<file path="config.mk">
export PLATFORM = sky130hd
export DESIGN_NAME = pmsc_top
export DESIGN_NICKNAME = d
export VERILOG_FILES = /design/src/hw/_unused_placeholder_none.sv /design/src/hw/pmsc_pkg.sv /design/src/hw/pmsc_top.sv
export VERILOG_INCLUDE_DIRS = /design/src /design/src/hw
export SDC_FILE = /design/constraint.sdc
export NUM_CORES = 1
export LEC_CHECK = 0
export BUFFER_PORTS_ARGS = -buffer_cell sky130_fd_sc_hd__buf_2
export CORE_ASPECT_RATIO = 2
export CORE_UTILIZATION = 55
export DETAILED_ROUTE_END_ITERATION = 6
export HOLD_SLACK_MARGIN = 0.08
export PLACE_DENSITY = 0.76
export SKIP_CTS_REPAIR_TIMING = 1
export SYNTH_ARGS = -nofsm -noshare
export SYNTH_HDL_FRONTEND = slang
export SYNTH_SLANG_ARGS = --single-unit
</file>
<file path="constraint.sdc">
create_clock -name ref_clk_i -period 6.6 [get_ports ref_clk_i]
set_input_delay 0.99 -clock ref_clk_i [delete_from_list [all_inputs] [get_ports ref_clk_i]]
set_output_delay 0.99 -clock ref_clk_i [all_outputs]
set_load 0.1 [all_outputs]
</file>
<file path="src/hw/pmsc_consts.svh">
// Offsets, field positions, reset values for the slice configuration block.
// Assumes a 32-bit AXI4-Lite byte address; registers are aligned words.
`ifndef PMSC_CONSTS_SVH
`define PMSC_CONSTS_SVH
`define PMSC_ADDR_SRC        32'ha000_402c
`define PMSC_ADDR_CFG        32'ha000_4030
`define PMSC_ADDR_CTRL       32'ha000_4034
`define PMSC_ADDR_IRQ_STAT   32'ha000_4038
`define PMSC_ADDR_IRQ_MASK   32'ha000_403c
`define PMSC_SRC_LSB         8
`define PMSC_SRC_W           3
`define PMSC_CFG_EP_W        7
`define PMSC_CFG_MODE_LSB    8
`define PMSC_CFG_MODE_W      3
`define PMSC_CTRL_SEL_BIT    0
`define PMSC_CTRL_RXEV_BIT   1
`define PMSC_SRC_RST         32'h0000_0000
`define PMSC_CFG_RST         32'h0000_0000
`define PMSC_CTRL_RST        32'h0000_0000
`define PMSC_RESP_OKAY       2'h0
`define PMSC_RESP_SLVERR     2'h2
`endif

</file>
<file path="src/hw/_unused_placeholder_none.sv">
`timescale 1ns/1ps
`default_nettype none
`default_nettype wire

</file>
<file path="src/hw/pmsc_pkg.sv">
// Types shared by the slice configuration block.
// Assumes the constants header is compiled alongside.
package pmsc_pkg;
   typedef enum logic [2:0] {
      PMSC_COND_HIGH   = 3'b000,
      PMSC_COND_ST_RISE = 3'b001,
      PMSC_COND_ST_FALL = 3'b010,
      PMSC_COND_ST_ANY  = 3'b011,
      PMSC_COND_LVL_HI  = 3'b100,
      PMSC_COND_LVL_LO  = 3'b101,
      PMSC_COND_LOW     = 3'b110,
      PMSC_COND_NS_ANY  = 3'b111
   } pmsc_cond_e;
   typedef logic [31:0] pmsc_word_t;
   typedef logic [1:0]  pmsc_resp_t;
endpackage : pmsc_pkg

</file>
<file path="src/hw/pmsc_top.sv">
// Pattern-match bit-slice selection, detection and product-term logic.
// Assumes an AXI4-Lite master on ref_clk_i; pin inputs are asynchronous.
// Summary of operation
// - Slice 6 three-bit source field picks one of eight inputs, resets zero.
// - Slice 7 three-bit source field uses same coding, resets zero.
// - Slices 0-5 source fields packed contiguously below slice 6 field.
// - Each slice selects one of eight detection conditions from configuration.
// - Low seven configuration bits mark product-term endpoints.
// - Sticky detector holds high after qualifying edge until cleared.
// - Non-sticky detector pulses high exactly one cycle per edge.
// - Any write to configuration or source register clears edge history.
// - Both control enable bits zero clears edge history.
// - Endpoint slice raises its interrupt while its term matches.
// - Slice after an endpoint starts a new independent ORed term.
// - Endpoint bit 0 makes slice 0 end a term, raising interrupt 0.
// - Endpoint bit 1 makes slice 1 end a term, raising interrupt 1.
// - Endpoint bit 2 makes slice 2 end a term, raising interrupt 2.
// - Configuration bit 3 decides whether slice 3 ends a term.
// - Endpoint bits 4 to 6 behave likewise for slices 4-6.
`timescale 1ns/1ps
`include "pmsc_consts.svh"
`default_nettype none
module pmsc_top #(
   parameter int NSLICE = 8
) (
   input  wire logic            ref_clk_i,
   input  wire logic            rst_i,
   input  wire logic [7:0]      pin_irq_i,
   output logic      [7:0]      pin_int_o,
   output logic                 pattern_match_o,
   output logic                 irq_o,
   input  wire logic [31:0]     s_axi_awaddr,
   input  wire logic            s_axi_awvalid,
   output logic                 s_axi_awready,
   input  wire pmsc_pkg::pmsc_word_t s_axi_wdata,
   input  wire logic [3:0]      s_axi_wstrb,
   input  wire logic            s_axi_wvalid,
   output logic                 s_axi_wready,
   output pmsc_pkg::pmsc_resp_t s_axi_bresp,
   output logic                 s_axi_bvalid,
   input  wire logic            s_axi_bready,
   input  wire logic [31:0]     s_axi_araddr,
   input  wire logic            s_axi_arvalid,
   output logic                 s_axi_arready,
   output pmsc_pkg::pmsc_word_t s_axi_rdata,
   output pmsc_pkg::pmsc_resp_t s_axi_rresp,
   output logic                 s_axi_rvalid,
   input  wire logic            s_axi_rready
);
   import pmsc_pkg::*;

   // Bus state
   logic [31:0] awaddr_r;
   logic [31:0] wdata_r;
   logic [3:0]  wstrb_r;
   logic        aw_have_r;
   logic        w_have_r;
   logic        awready_r;
   logic        wready_r;
   logic        bvalid_r;
   pmsc_resp_t  bresp_r;
   logic        arready_r;
   logic        rvalid_r;
   pmsc_word_t  rdata_r;
   pmsc_resp_t  rresp_r;

   // Registers
   pmsc_word_t  src_r;
   pmsc_word_t  cfg_r;
   logic [1:0]  ctrl_r;
   logic [7:0]  stat_r;
   logic [7:0]  mask_r;

   // Detection
   logic [7:0]  sync1_r;
   logic [7:0]  sync2_r;
   logic [7:0]  prev_r;
   logic [NSLICE-1:0] st_r;
   logic [NSLICE-1:0] ns_r;
   logic [NSLICE-1:0] det;
   logic [NSLICE-1:0] run_and;
   logic [NSLICE-1:0] endpt;
   logic [NSLICE-1:0] match;
   logic [7:0]  pin_int_r;
   logic        pmatch_r;
   logic        irq_r;

   assign s_axi_awready   = awready_r;
   assign s_axi_wready    = wready_r;
   assign s_axi_bvalid    = bvalid_r;
   assign s_axi_bresp     = bresp_r;
   assign s_axi_arready   = arready_r;
   assign s_axi_rvalid    = rvalid_r;
   assign s_axi_rdata     = rdata_r;
   assign s_axi_rresp     = rresp_r;
   assign pin_int_o       = pin_int_r;
   assign pattern_match_o = pmatch_r;
   assign irq_o           = irq_r;

   // Write path: address and data are taken in either order
   wire aw_hs    = s_axi_awvalid & awready_r;
   wire w_hs     = s_axi_wvalid & wready_r;
   wire b_hs     = bvalid_r & s_axi_bready;
   wire do_write = aw_have_r & w_have_r & ~bvalid_r;
   wire [31:0] wmask = {{8{wstrb_r[3]}}, {8{wstrb_r[2]}},
                        {8{wstrb_r[1]}}, {8{wstrb_r[0]}}};
   wire [31:0] wmerged_src  = (src_r & ~wmask) | (wdata_r & wmask);
   wire [31:0] wmerged_cfg  = (cfg_r & ~wmask) | (wdata_r & wmask);
   wire wr_src   = do_write & (awaddr_r == `PMSC_ADDR_SRC);
   wire wr_cfg   = do_write & (awaddr_r == `PMSC_ADDR_CFG);
   wire wr_ctrl  = do_write & (awaddr_r == `PMSC_ADDR_CTRL) & wstrb_r[0];
   wire wr_stat  = do_write & (awaddr_r == `PMSC_ADDR_IRQ_STAT) & wstrb_r[0];
   wire wr_mask  = do_write & (awaddr_r == `PMSC_ADDR_IRQ_MASK) & wstrb_r[0];
   wire wr_hit   = (awaddr_r == `PMSC_ADDR_SRC) | (awaddr_r == `PMSC_ADDR_CFG) |
                   (awaddr_r == `PMSC_ADDR_CTRL) | (awaddr_r == `PMSC_ADDR_IRQ_STAT) |
                   (awaddr_r == `PMSC_ADDR_IRQ_MASK);

   // Read path
   wire ar_hs = s_axi_arvalid & arready_r;
   wire r_hs  = rvalid_r & s_axi_rready;
   wire rd_src  = s_axi_araddr == `PMSC_ADDR_SRC;
   wire rd_cfg  = s_axi_araddr == `PMSC_ADDR_CFG;
   wire rd_ctrl = s_axi_araddr == `PMSC_ADDR_CTRL;
   wire rd_stat = s_axi_araddr == `PMSC_ADDR_IRQ_STAT;
   wire rd_mask = s_axi_araddr == `PMSC_ADDR_IRQ_MASK;
   wire rd_hit  = rd_src | rd_cfg | rd_ctrl | rd_stat | rd_mask;
   wire [31:0] rd_word = rd_src  ? src_r :
                         rd_cfg  ? cfg_r :
                         rd_ctrl ? {30'h0, ctrl_r} :
                         rd_stat ? {24'h0, stat_r} :
                         rd_mask ? {24'h0, mask_r} : 32'h0000_0000;

   // Clearing all edge history on config writes or when disabled
   wire engine_off = ~ctrl_r[`PMSC_CTRL_SEL_BIT] & ~ctrl_r[`PMSC_CTRL_RXEV_BIT];
   wire clr_hist   = wr_src | wr_cfg | engine_off;

   always_ff @(posedge ref_clk_i) begin
      if (rst_i) begin
         awready_r <= 1'b1;
         wready_r  <= 1'b1;
         aw_have_r <= 1'b0;
         w_have_r  <= 1'b0;
         awaddr_r  <= 32'h0000_0000;
         wdata_r   <= 32'h0000_0000;
         wstrb_r   <= 4'h0;
         bvalid_r  <= 1'b0;
         bresp_r   <= `PMSC_RESP_OKAY;
      end else begin
         if (aw_hs) begin
            awaddr_r  <= s_axi_awaddr;
            aw_have_r <= 1'b1;
            awready_r <= 1'b0;
         end
         if (w_hs) begin
            wdata_r  <= s_axi_wdata;
            wstrb_r  <= s_axi_wstrb;
            w_have_r <= 1'b1;
            wready_r <= 1'b0;
         end
         if (do_write) begin
            bvalid_r <= 1'b1;
            bresp_r  <= wr_hit ? `PMSC_RESP_OKAY : `PMSC_RESP_SLVERR;
         end
         if (b_hs) begin
            bvalid_r  <= 1'b0;
            aw_have_r <= 1'b0;
            w_have_r  <= 1'b0;
            awready_r <= 1'b1;
            wready_r  <= 1'b1;
         end
      end
   end

   always_ff @(posedge ref_clk_i) begin
      if (rst_i) begin
         arready_r <= 1'b1;
         rvalid_r  <= 1'b0;
         rdata_r   <= 32'h0000_0000;
         rresp_r   <= `PMSC_RESP_OKAY;
      end else if (ar_hs) begin
         arready_r <= 1'b0;
         rvalid_r  <= 1'b1;
         rdata_r   <= rd_word;
         rresp_r   <= rd_hit ? `PMSC_RESP_OKAY : `PMSC_RESP_SLVERR;
      end else if (r_hs) begin
         arready_r <= 1'b1;
         rvalid_r  <= 1'b0;
      end
   end

   // Source fields sit at bits 31:8, three bits per slice
   always_ff @(posedge ref_clk_i) begin
      if (rst_i) begin
         src_r  <= `PMSC_SRC_RST;
         cfg_r  <= `PMSC_CFG_RST;
         ctrl_r <= 2'h0;
         mask_r <= 8'h00;
      end else begin
         if (wr_src)
            src_r <= {wmerged_src[31:8], 8'h00};
         if (wr_cfg)
            cfg_r <= {wmerged_cfg[31:8], 1'b0, wmerged_cfg[6:0]};
         if (wr_ctrl)
            ctrl_r <= wdata_r[1:0];
         if (wr_mask)
            mask_r <= wdata_r[7:0];
      end
   end

   // Pins are asynchronous; two flops before any use
   always_ff @(posedge ref_clk_i) begin
      if (rst_i) begin
         sync1_r <= 8'h00;
         sync2_r <= 8'h00;
         prev_r  <= 8'h00;
      end else begin
         sync1_r <= pin_irq_i;
         sync2_r <= sync1_r;
         prev_r  <= sync2_r;
      end
   end

   genvar gi;
   generate
      for (gi = 0; gi < NSLICE; gi++) begin : g_slice
         wire [2:0] sel  = src_r[`PMSC_SRC_LSB + `PMSC_SRC_W*gi +: `PMSC_SRC_W];
         wire       cur  = sync2_r[sel];
         wire       old  = prev_r[sel];
         wire       rise = cur & ~old;
         wire       fall = ~cur & old;
         wire [2:0] mraw = cfg_r[`PMSC_CFG_MODE_LSB + `PMSC_CFG_MODE_W*gi +: `PMSC_CFG_MODE_W];
         pmsc_cond_e mode;
         logic       st_set;
         assign mode = pmsc_cond_e'(mraw);
         always_comb begin
            case (mode)
               PMSC_COND_ST_RISE: st_set = rise;
               PMSC_COND_ST_FALL: st_set = fall;
               PMSC_COND_ST_ANY:  st_set = rise | fall;
               default:           st_set = 1'b0;
            endcase
         end
         // History clear wins: an edge judged under the old setup is void
         always_ff @(posedge ref_clk_i) begin
            if (rst_i | clr_hist) begin
               st_r[gi] <= 1'b0;
               ns_r[gi] <= 1'b0;
            end else begin
               st_r[gi] <= st_r[gi] | st_set;
               ns_r[gi] <= (mode == PMSC_COND_NS_ANY) & (rise | fall);
            end
         end
         always_comb begin
            case (mode)
               PMSC_COND_HIGH:    det[gi] = 1'b1;
               PMSC_COND_ST_RISE,
               PMSC_COND_ST_FALL,
               PMSC_COND_ST_ANY:  det[gi] = st_r[gi];
               PMSC_COND_LVL_HI:  det[gi] = cur;
               PMSC_COND_LVL_LO:  det[gi] = ~cur;
               PMSC_COND_LOW:     det[gi] = 1'b0;
               PMSC_COND_NS_ANY:  det[gi] = ns_r[gi];
               default:           det[gi] = 1'b0;
            endcase
         end
         if (gi == NSLICE-1) begin : g_last
            assign endpt[gi] = 1'b1;
         end else begin : g_ep
            assign endpt[gi] = cfg_r[gi];
         end
         if (gi == 0) begin : g_first
            assign run_and[gi] = det[gi];
         end else begin : g_next
            assign run_and[gi] = det[gi] & (endpt[gi-1] | run_and[gi-1]);
         end
         assign match[gi] = run_and[gi] & endpt[gi];
      end
   endgenerate

   // Interrupt status: set wins over write-one-to-clear
   wire [7:0] stat_clr = wr_stat ? wdata_r[7:0] : 8'h00;
   wire       active   = ~engine_off;
   wire [7:0] events   = active ? match : 8'h00;

   always_ff @(posedge ref_clk_i) begin
      if (rst_i) begin
         pin_int_r <= 8'h00;
         pmatch_r  <= 1'b0;
         stat_r    <= 8'h00;
         irq_r     <= 1'b0;
      end else begin
         pin_int_r <= events;
         pmatch_r  <= |events;
         stat_r    <= (stat_r & ~stat_clr) | events;
         irq_r     <= |(stat_r & mask_r);
      end
   end

   property p_src_reset;
      @(posedge ref_clk_i) $fell(rst_i) |-> (src_r[31:26] == 6'h00) && (src_r[25:8] == 18'h0);
   endproperty
   a_src_reset: assert property (p_src_reset) else $error("source fields not zero after reset");

   property p_sticky_hold;
      @(posedge ref_clk_i) disable iff (rst_i)
         st_r[0] && !clr_hist |=> st_r[0];
   endproperty
   a_sticky_hold: assert property (p_sticky_hold) else $error("sticky detector dropped");

   property p_ns_cause;
      @(posedge ref_clk_i) disable iff (rst_i)
         ns_r[7] |-> $past(g_slice[7].rise | g_slice[7].fall) && !$past(clr_hist);
   endproperty
   a_ns_cause: assert property (p_ns_cause) else $error("non-sticky pulse without edge");

   property p_cfg_clear;
      @(posedge ref_clk_i) disable iff (rst_i)
         wr_cfg || wr_src |=> (st_r == '0) && (ns_r == '0);
   endproperty
   a_cfg_clear: assert property (p_cfg_clear) else $error("history kept after write");

   property p_off_clear;
      @(posedge ref_clk_i) disable iff (rst_i)
         engine_off |=> (st_r == '0) && (pin_int_r == 8'h00);
   endproperty
   a_off_clear: assert property (p_off_clear) else $error("history kept while disabled");

   property p_irq_term;
      @(posedge ref_clk_i) disable iff (rst_i)
         active && cfg_r[0] && det[0] |=> pin_int_r[0];
   endproperty
   a_irq_term: assert property (p_irq_term) else $error("endpoint 0 did not raise");

   property p_and_term;
      @(posedge ref_clk_i) disable iff (rst_i)
         pin_int_r[2] && $past(cfg_r[1:0] == 2'b00) |-> $past(det[0] & det[1] & det[2]);
   endproperty
   a_and_term: assert property (p_and_term) else $error("term 2 not an AND of slices");

   property p_last_end;
      @(posedge ref_clk_i) disable iff (rst_i)
         active && det[7] && cfg_r[6] |=> pin_int_r[7];
   endproperty
   a_last_end: assert property (p_last_end) else $error("slice 7 not a term end");

   property p_stat_set;
      @(posedge ref_clk_i) disable iff (rst_i)
         events[3] |=> stat_r[3] ##1 (irq_r || !$past(mask_r[3]));
   endproperty
   a_stat_set: assert property (p_stat_set) else $error("status lost on event");

endmodule : pmsc_top
`default_nettype wire

</file>
### Word-level counts from Yosys, hierarchy flattened

Cells that the tools add are included.

* bits in registers: 234
* input bits: 115

* reduce and logical (&&, ||, !) cells: 20
* bitwise logic cells: 117
* multiplexer cells: 61
* magnitude comparators: 8
* equal/unequal tests: 66

Operator list (number)
* $eq A32 B32 Y1 const B: 10
* $and A32 B32 Y32: 3
* $eq A3 B3 Y1 const B: 32
* $mux W32: 2
* $or A32 B32 Y32: 2
* $and A1 B1 Y1: 54
* $bmux W1 S3: 16
* $eq A3 B2 Y1 const B: 16
* $pmux W1 S6: 8
* $mux W8: 5
* $or A1 B1 Y1: 34
* $lt A3 B4 Y1 const B: 8
* $not A32 Y32: 1
* $eq A3 B1 Y1 const B: 8
* $logic_not A3 Y1: 8
* $pmux W1 S3: 8
* $reduce_or A3 Y1: 8
* $mux W1: 20
* $not A1 Y1: 19
* $and A8 B8 Y8: 2
* $reduce_or A8 Y1: 2
* $not A8 Y8: 1
* $or A8 B8 Y8: 1
* $mux W2: 2
* 2 further kinds: 2

### Logic depth before layout (Yosys ltp)

* depth in word-level cells: 20
* mapped depth: 10

### Worst setup path before layout

Ideal clock, no wire load.

* kind: input port to flip-flop
* from: input port s_axi_araddr[22]
* to: register rdata_r[21], in the netlist s_axi_rdata[21]
* cell stages on the path: 9
* path buffers: 2
* library setup time: 0.069 ns
* setup slack: 3.335 ns
* data arrival time: 3.196 ns
* cells stage by stage: or4_1 or4_1 nor3_1 and2_1 buf_2 nor3b_2 clkbuf_1 a222oi_1 nor2_1

* word-level cells in the longest chain between the ends: 3

RTL lines
* from (decl): line pmsc_top.sv:42 `input wire logic [31:0] s_axi_araddr,`
* $eq A32 B32 Y1 (no source line)
* $mux W32: line pmsc_top.sv:128 `rd_cfg ? cfg_r :`
* $mux W32 *: line pmsc_top.sv:127 `wire [31:0] rd_word = rd_src ? src_r :`
* to (signal assigned): line pmsc_top.sv:183 `rdata_r <= rd_word;`
* to (decl): line pmsc_top.sv:64 `pmsc_word_t rdata_r;`

Every way passes the cells marked *; elsewhere a longest branch is shown, timed or not.
A chain may end at the register's enable or synchronous reset.

==> impl_metrics.py <==
metrics = {
    "yosys": {
        "synthTopCellsByCount": "nand2_1, dfxtp_1, a21oi_1",
        "yosys-top-cells-area": "dfxtp_1, nand2_1, mux4_2",
        "ys_types": 65,
        "netlist_area_um2": 10200,
        "ys_async_sr_fraction_pct": 0,
        "synth_flop_cell": "dfxtp_1",
        "synth_edf_count": 0,
        "ys_seq_area_share_pct": 45.4,
        "ys.warnings.count": 0,
        "synthMostInstantiatedCell": "nand2_1",
        "postSynthCellCount": 1139,
        "synth_area_per_cell_um2": 8.98,
        "ys_seq_elements": 232,
        "yosys.area.top_type_share_pct": 45.4,
        "yosys.area.top_type": "dfxtp_1",
    },
    "finish": {
        "fill_cells": 1610,
        "nets": 1377,
        "final_util_pct": 64.0,
        "drive_gt1_share_pct": 20.8,
        "seq_area_um2": 4640,
        "multi_input_area_um2": 5130,
        "area_growth_pct": 13.9,
    },
    "global_routing": {
        "grt_overflow": 0,
        "grt_pass1_vias": 8507,
        "antenna_found_initial": 1,
        "grt_pass1_wl_um": 43600,
        "grtUsageTotal_pct": 28.9,
        "grt_max_degree": 107,
    },
    "clock_tree": {
        "cts_tree": "built",
        "cts-root-buf": "clkbuf_16",
        "clock_latency_ns": 0.51,
        "cts.path.max_buffers": 3,
        "clk_pin_slew_ns": 0.07,
        "htree_levels": 1,
        "cts.sinks": 232,
        "cts-buffers-inserted": 21,
    },
    "place": {
        "place_congestion": 0.876,
        "hpwl_um": 19900,
        "io_buffers": 163,
        "place_ws_ns": 3.00,
    },
    "timing": {
        "fin_crit_sh_pct": 49.6,
        "fin_crit_ns": 3.27,
        "max_slew_margin_pct": 26.9,
        "setup_slack_ns": 3.33,
        "setup_viol": 0,
        "maxSlewViolCount": 0,
        "rsz0062_at_grt": "false",
        "final_hold_viol_count": 0,
        "fin_setup_tns_ns": 0,
        "worst_slew_pin_slew_ns": 1.10,
        "max_freq_ghz": 0.306,
        "worst_clock_skew_ns": 0.0195,
        "hold_ws_ns": 0.435,
    },
    "power_and_ir_drop": {
        "p_leak_nw": 4.61,
        "p_per_area_nw_per_um2": 242,
        "peakVddDrop_v": 0.000186,
        "p_switching_mw": 0.682,
        "pwr-share-seq_pct": 52.2,
        "p_int_mw": 2.14,
        "switching_share_pct": 24.2,
        "clkPwrFrac_pct": 41.1,
        "combPwrFrac_pct": 6.7,
    },
    "detailed_routing": {
        "routedWlPerCell_um": 19.0,
        "vias": 8955,
        "drt_wl_total_um": 28100,
        "vias_per_cell": 6.06,
        "dr.pass1.iters": 7,
        "drt-initial-drc-count": 731,
        "detail-route-antenna-nets": 0,
        "drc": 22,
    },
    "outcome": {
        "violations": "DRC",
        "run_status": "complete, but fails checks",
    },
    "hold_path": {
        "worstHoldPathType": "register to register",
        "hold_depth": 1,
    },
    "die": {
        "die_x_um": 98.4,
        "core_region_area_um2": 18200,
        "fp-row-count": 70,
        "die_h_um": 195,
        "pin_count": 166,
        "die_area_um2": 19200,
        "start_util_pct": 56.2,
    },
    "setup_path": {
        "crit_type": "register to register",
        "crit_required_ns": 6.99,
        "cp.arrival_ns": 3.66,
        "end_kind": "register",
        "cp-start-kind": "register",
        "cp_max_fo": 6,
        "r2r_cells": 7,
    },
    "job": {
        "maxCapViolCount": 0,
    },
}
routing by layer:
metal | vias to the layer above | GRT usage [%] | wire [um] | share of wire (%)
met5 | - | 0 | 0 | 0
met4 | 0 | 18.1 | 1570 | 5.6
met3 | 75 | 3.34 | 1730 | 6.2
met2 | 405 | 54.2 | 15200 | 54
met1 | 4251 | 29.9 | 9550 | 34
li1 | 4224 | - | - | -
layout make-up:
| class | count | share of cell area [%] |
|---|---|---|
| inverters | 24 | 0.773 |
| flip-flops and latches | 232 | 39.9 |
| repair buffers | 169 | 7.44 |
| well taps | 216 | 2.32 |
| diodes | 1 | 0.0215 |
| clock inverters | 9 | 0.451 |
| multi-input cells | 798 | 44.1 |
| clock buffers | 28 | 5.08 |
kinds of logic (layout without fill, tap and decap cells):
kind of cell	Yosys count	after routing	share of synthesized area [%]
adder cells (fa/ha/maj)	17	17	2.05
AO/OA/AOI/OAI	231	231	14.8
flip-flops	232	232	45.4
buffers and inverters	110	230	4.49
other	1	3	0.0366
AND/OR/NAND/NOR	466	466	20.8
multiplexers	82	82	12.5
cells in the final DEF (no fill, tap or decap), types with 4 or more instances in the layout:
cell       instances
a21oi_1          132
a222oi_1          24
a22oi_1           12
a31o_2             8
and2_1            10
and3_1             5
buf_2            162
buf_4              6
clkbuf_16         21
clkbuf_8           4
clkinv_2           7
dfxtp_1          232
ha_1              16
inv_1             24
mux2_2             4
mux2i_1           42
mux4_1             4
mux4_2            30
nand2_1          252
nand2b_1           5
nand3_1           29
nand3b_1          11
nand4_1            8
nor2_1            73
nor2b_1           26
nor3_1            10
nor4_1             6
nor4b_1            7
o211ai_1          12
o21ai_0           10
o21ba_2            4
o221ai_1           5
or2_2              5
worst max-delay path: stages (launching register included):
cell	delay, ns
dfxtp_1	0.50
mux4_2	0.54
mux2i_1	0.27
mux2_2	0.44
a211oi_1	0.36
o31ai_2	0.17
o311a_4	0.35
or4_1	0.51
final timing paths:
path	start	endpoint	slack, ns
worst max-delay path	register	pattern_match_o$_SDFF_PP0_	3.33
worst min-delay path	sync1_r[2]$_SDFF_PP0_	sync2_r[2]$_SDFF_PP0_	0.44
worst max register to register	register	pattern_match_o$_SDFF_PP0_	3.33
worst min register to register	sync1_r[2]$_SDFF_PP0_	sync2_r[2]$_SDFF_PP0_	0.44
metrics by stage:
step / cells / total power [mW] / cell area (um2)
after detailed placement: 1439 / 1.69 / 11000
after global routing: 1477 / 2.91 / 11700
after CTS: 1476 / 2.84 / 11600
final: 1477 / 2.82 / 11700
after floorplan: 1140 / 1.62 / 10200
after global placement: 1439 / 1.69 / 11000
power by group through the flow:
stage	clock network, mW	logic [mW]	registers [mW]
3_5_place_dp	0	0.188	1.50
6_report	1.16	0.188	1.47
5_1_grt	1.23	0.206	1.47
4_1_cts	1.18	0.189	1.47
3_3_place_gp	0	0.185	1.50
2_1_floorplan	0	0.109	1.51
(Power assumes the default switching activity.)
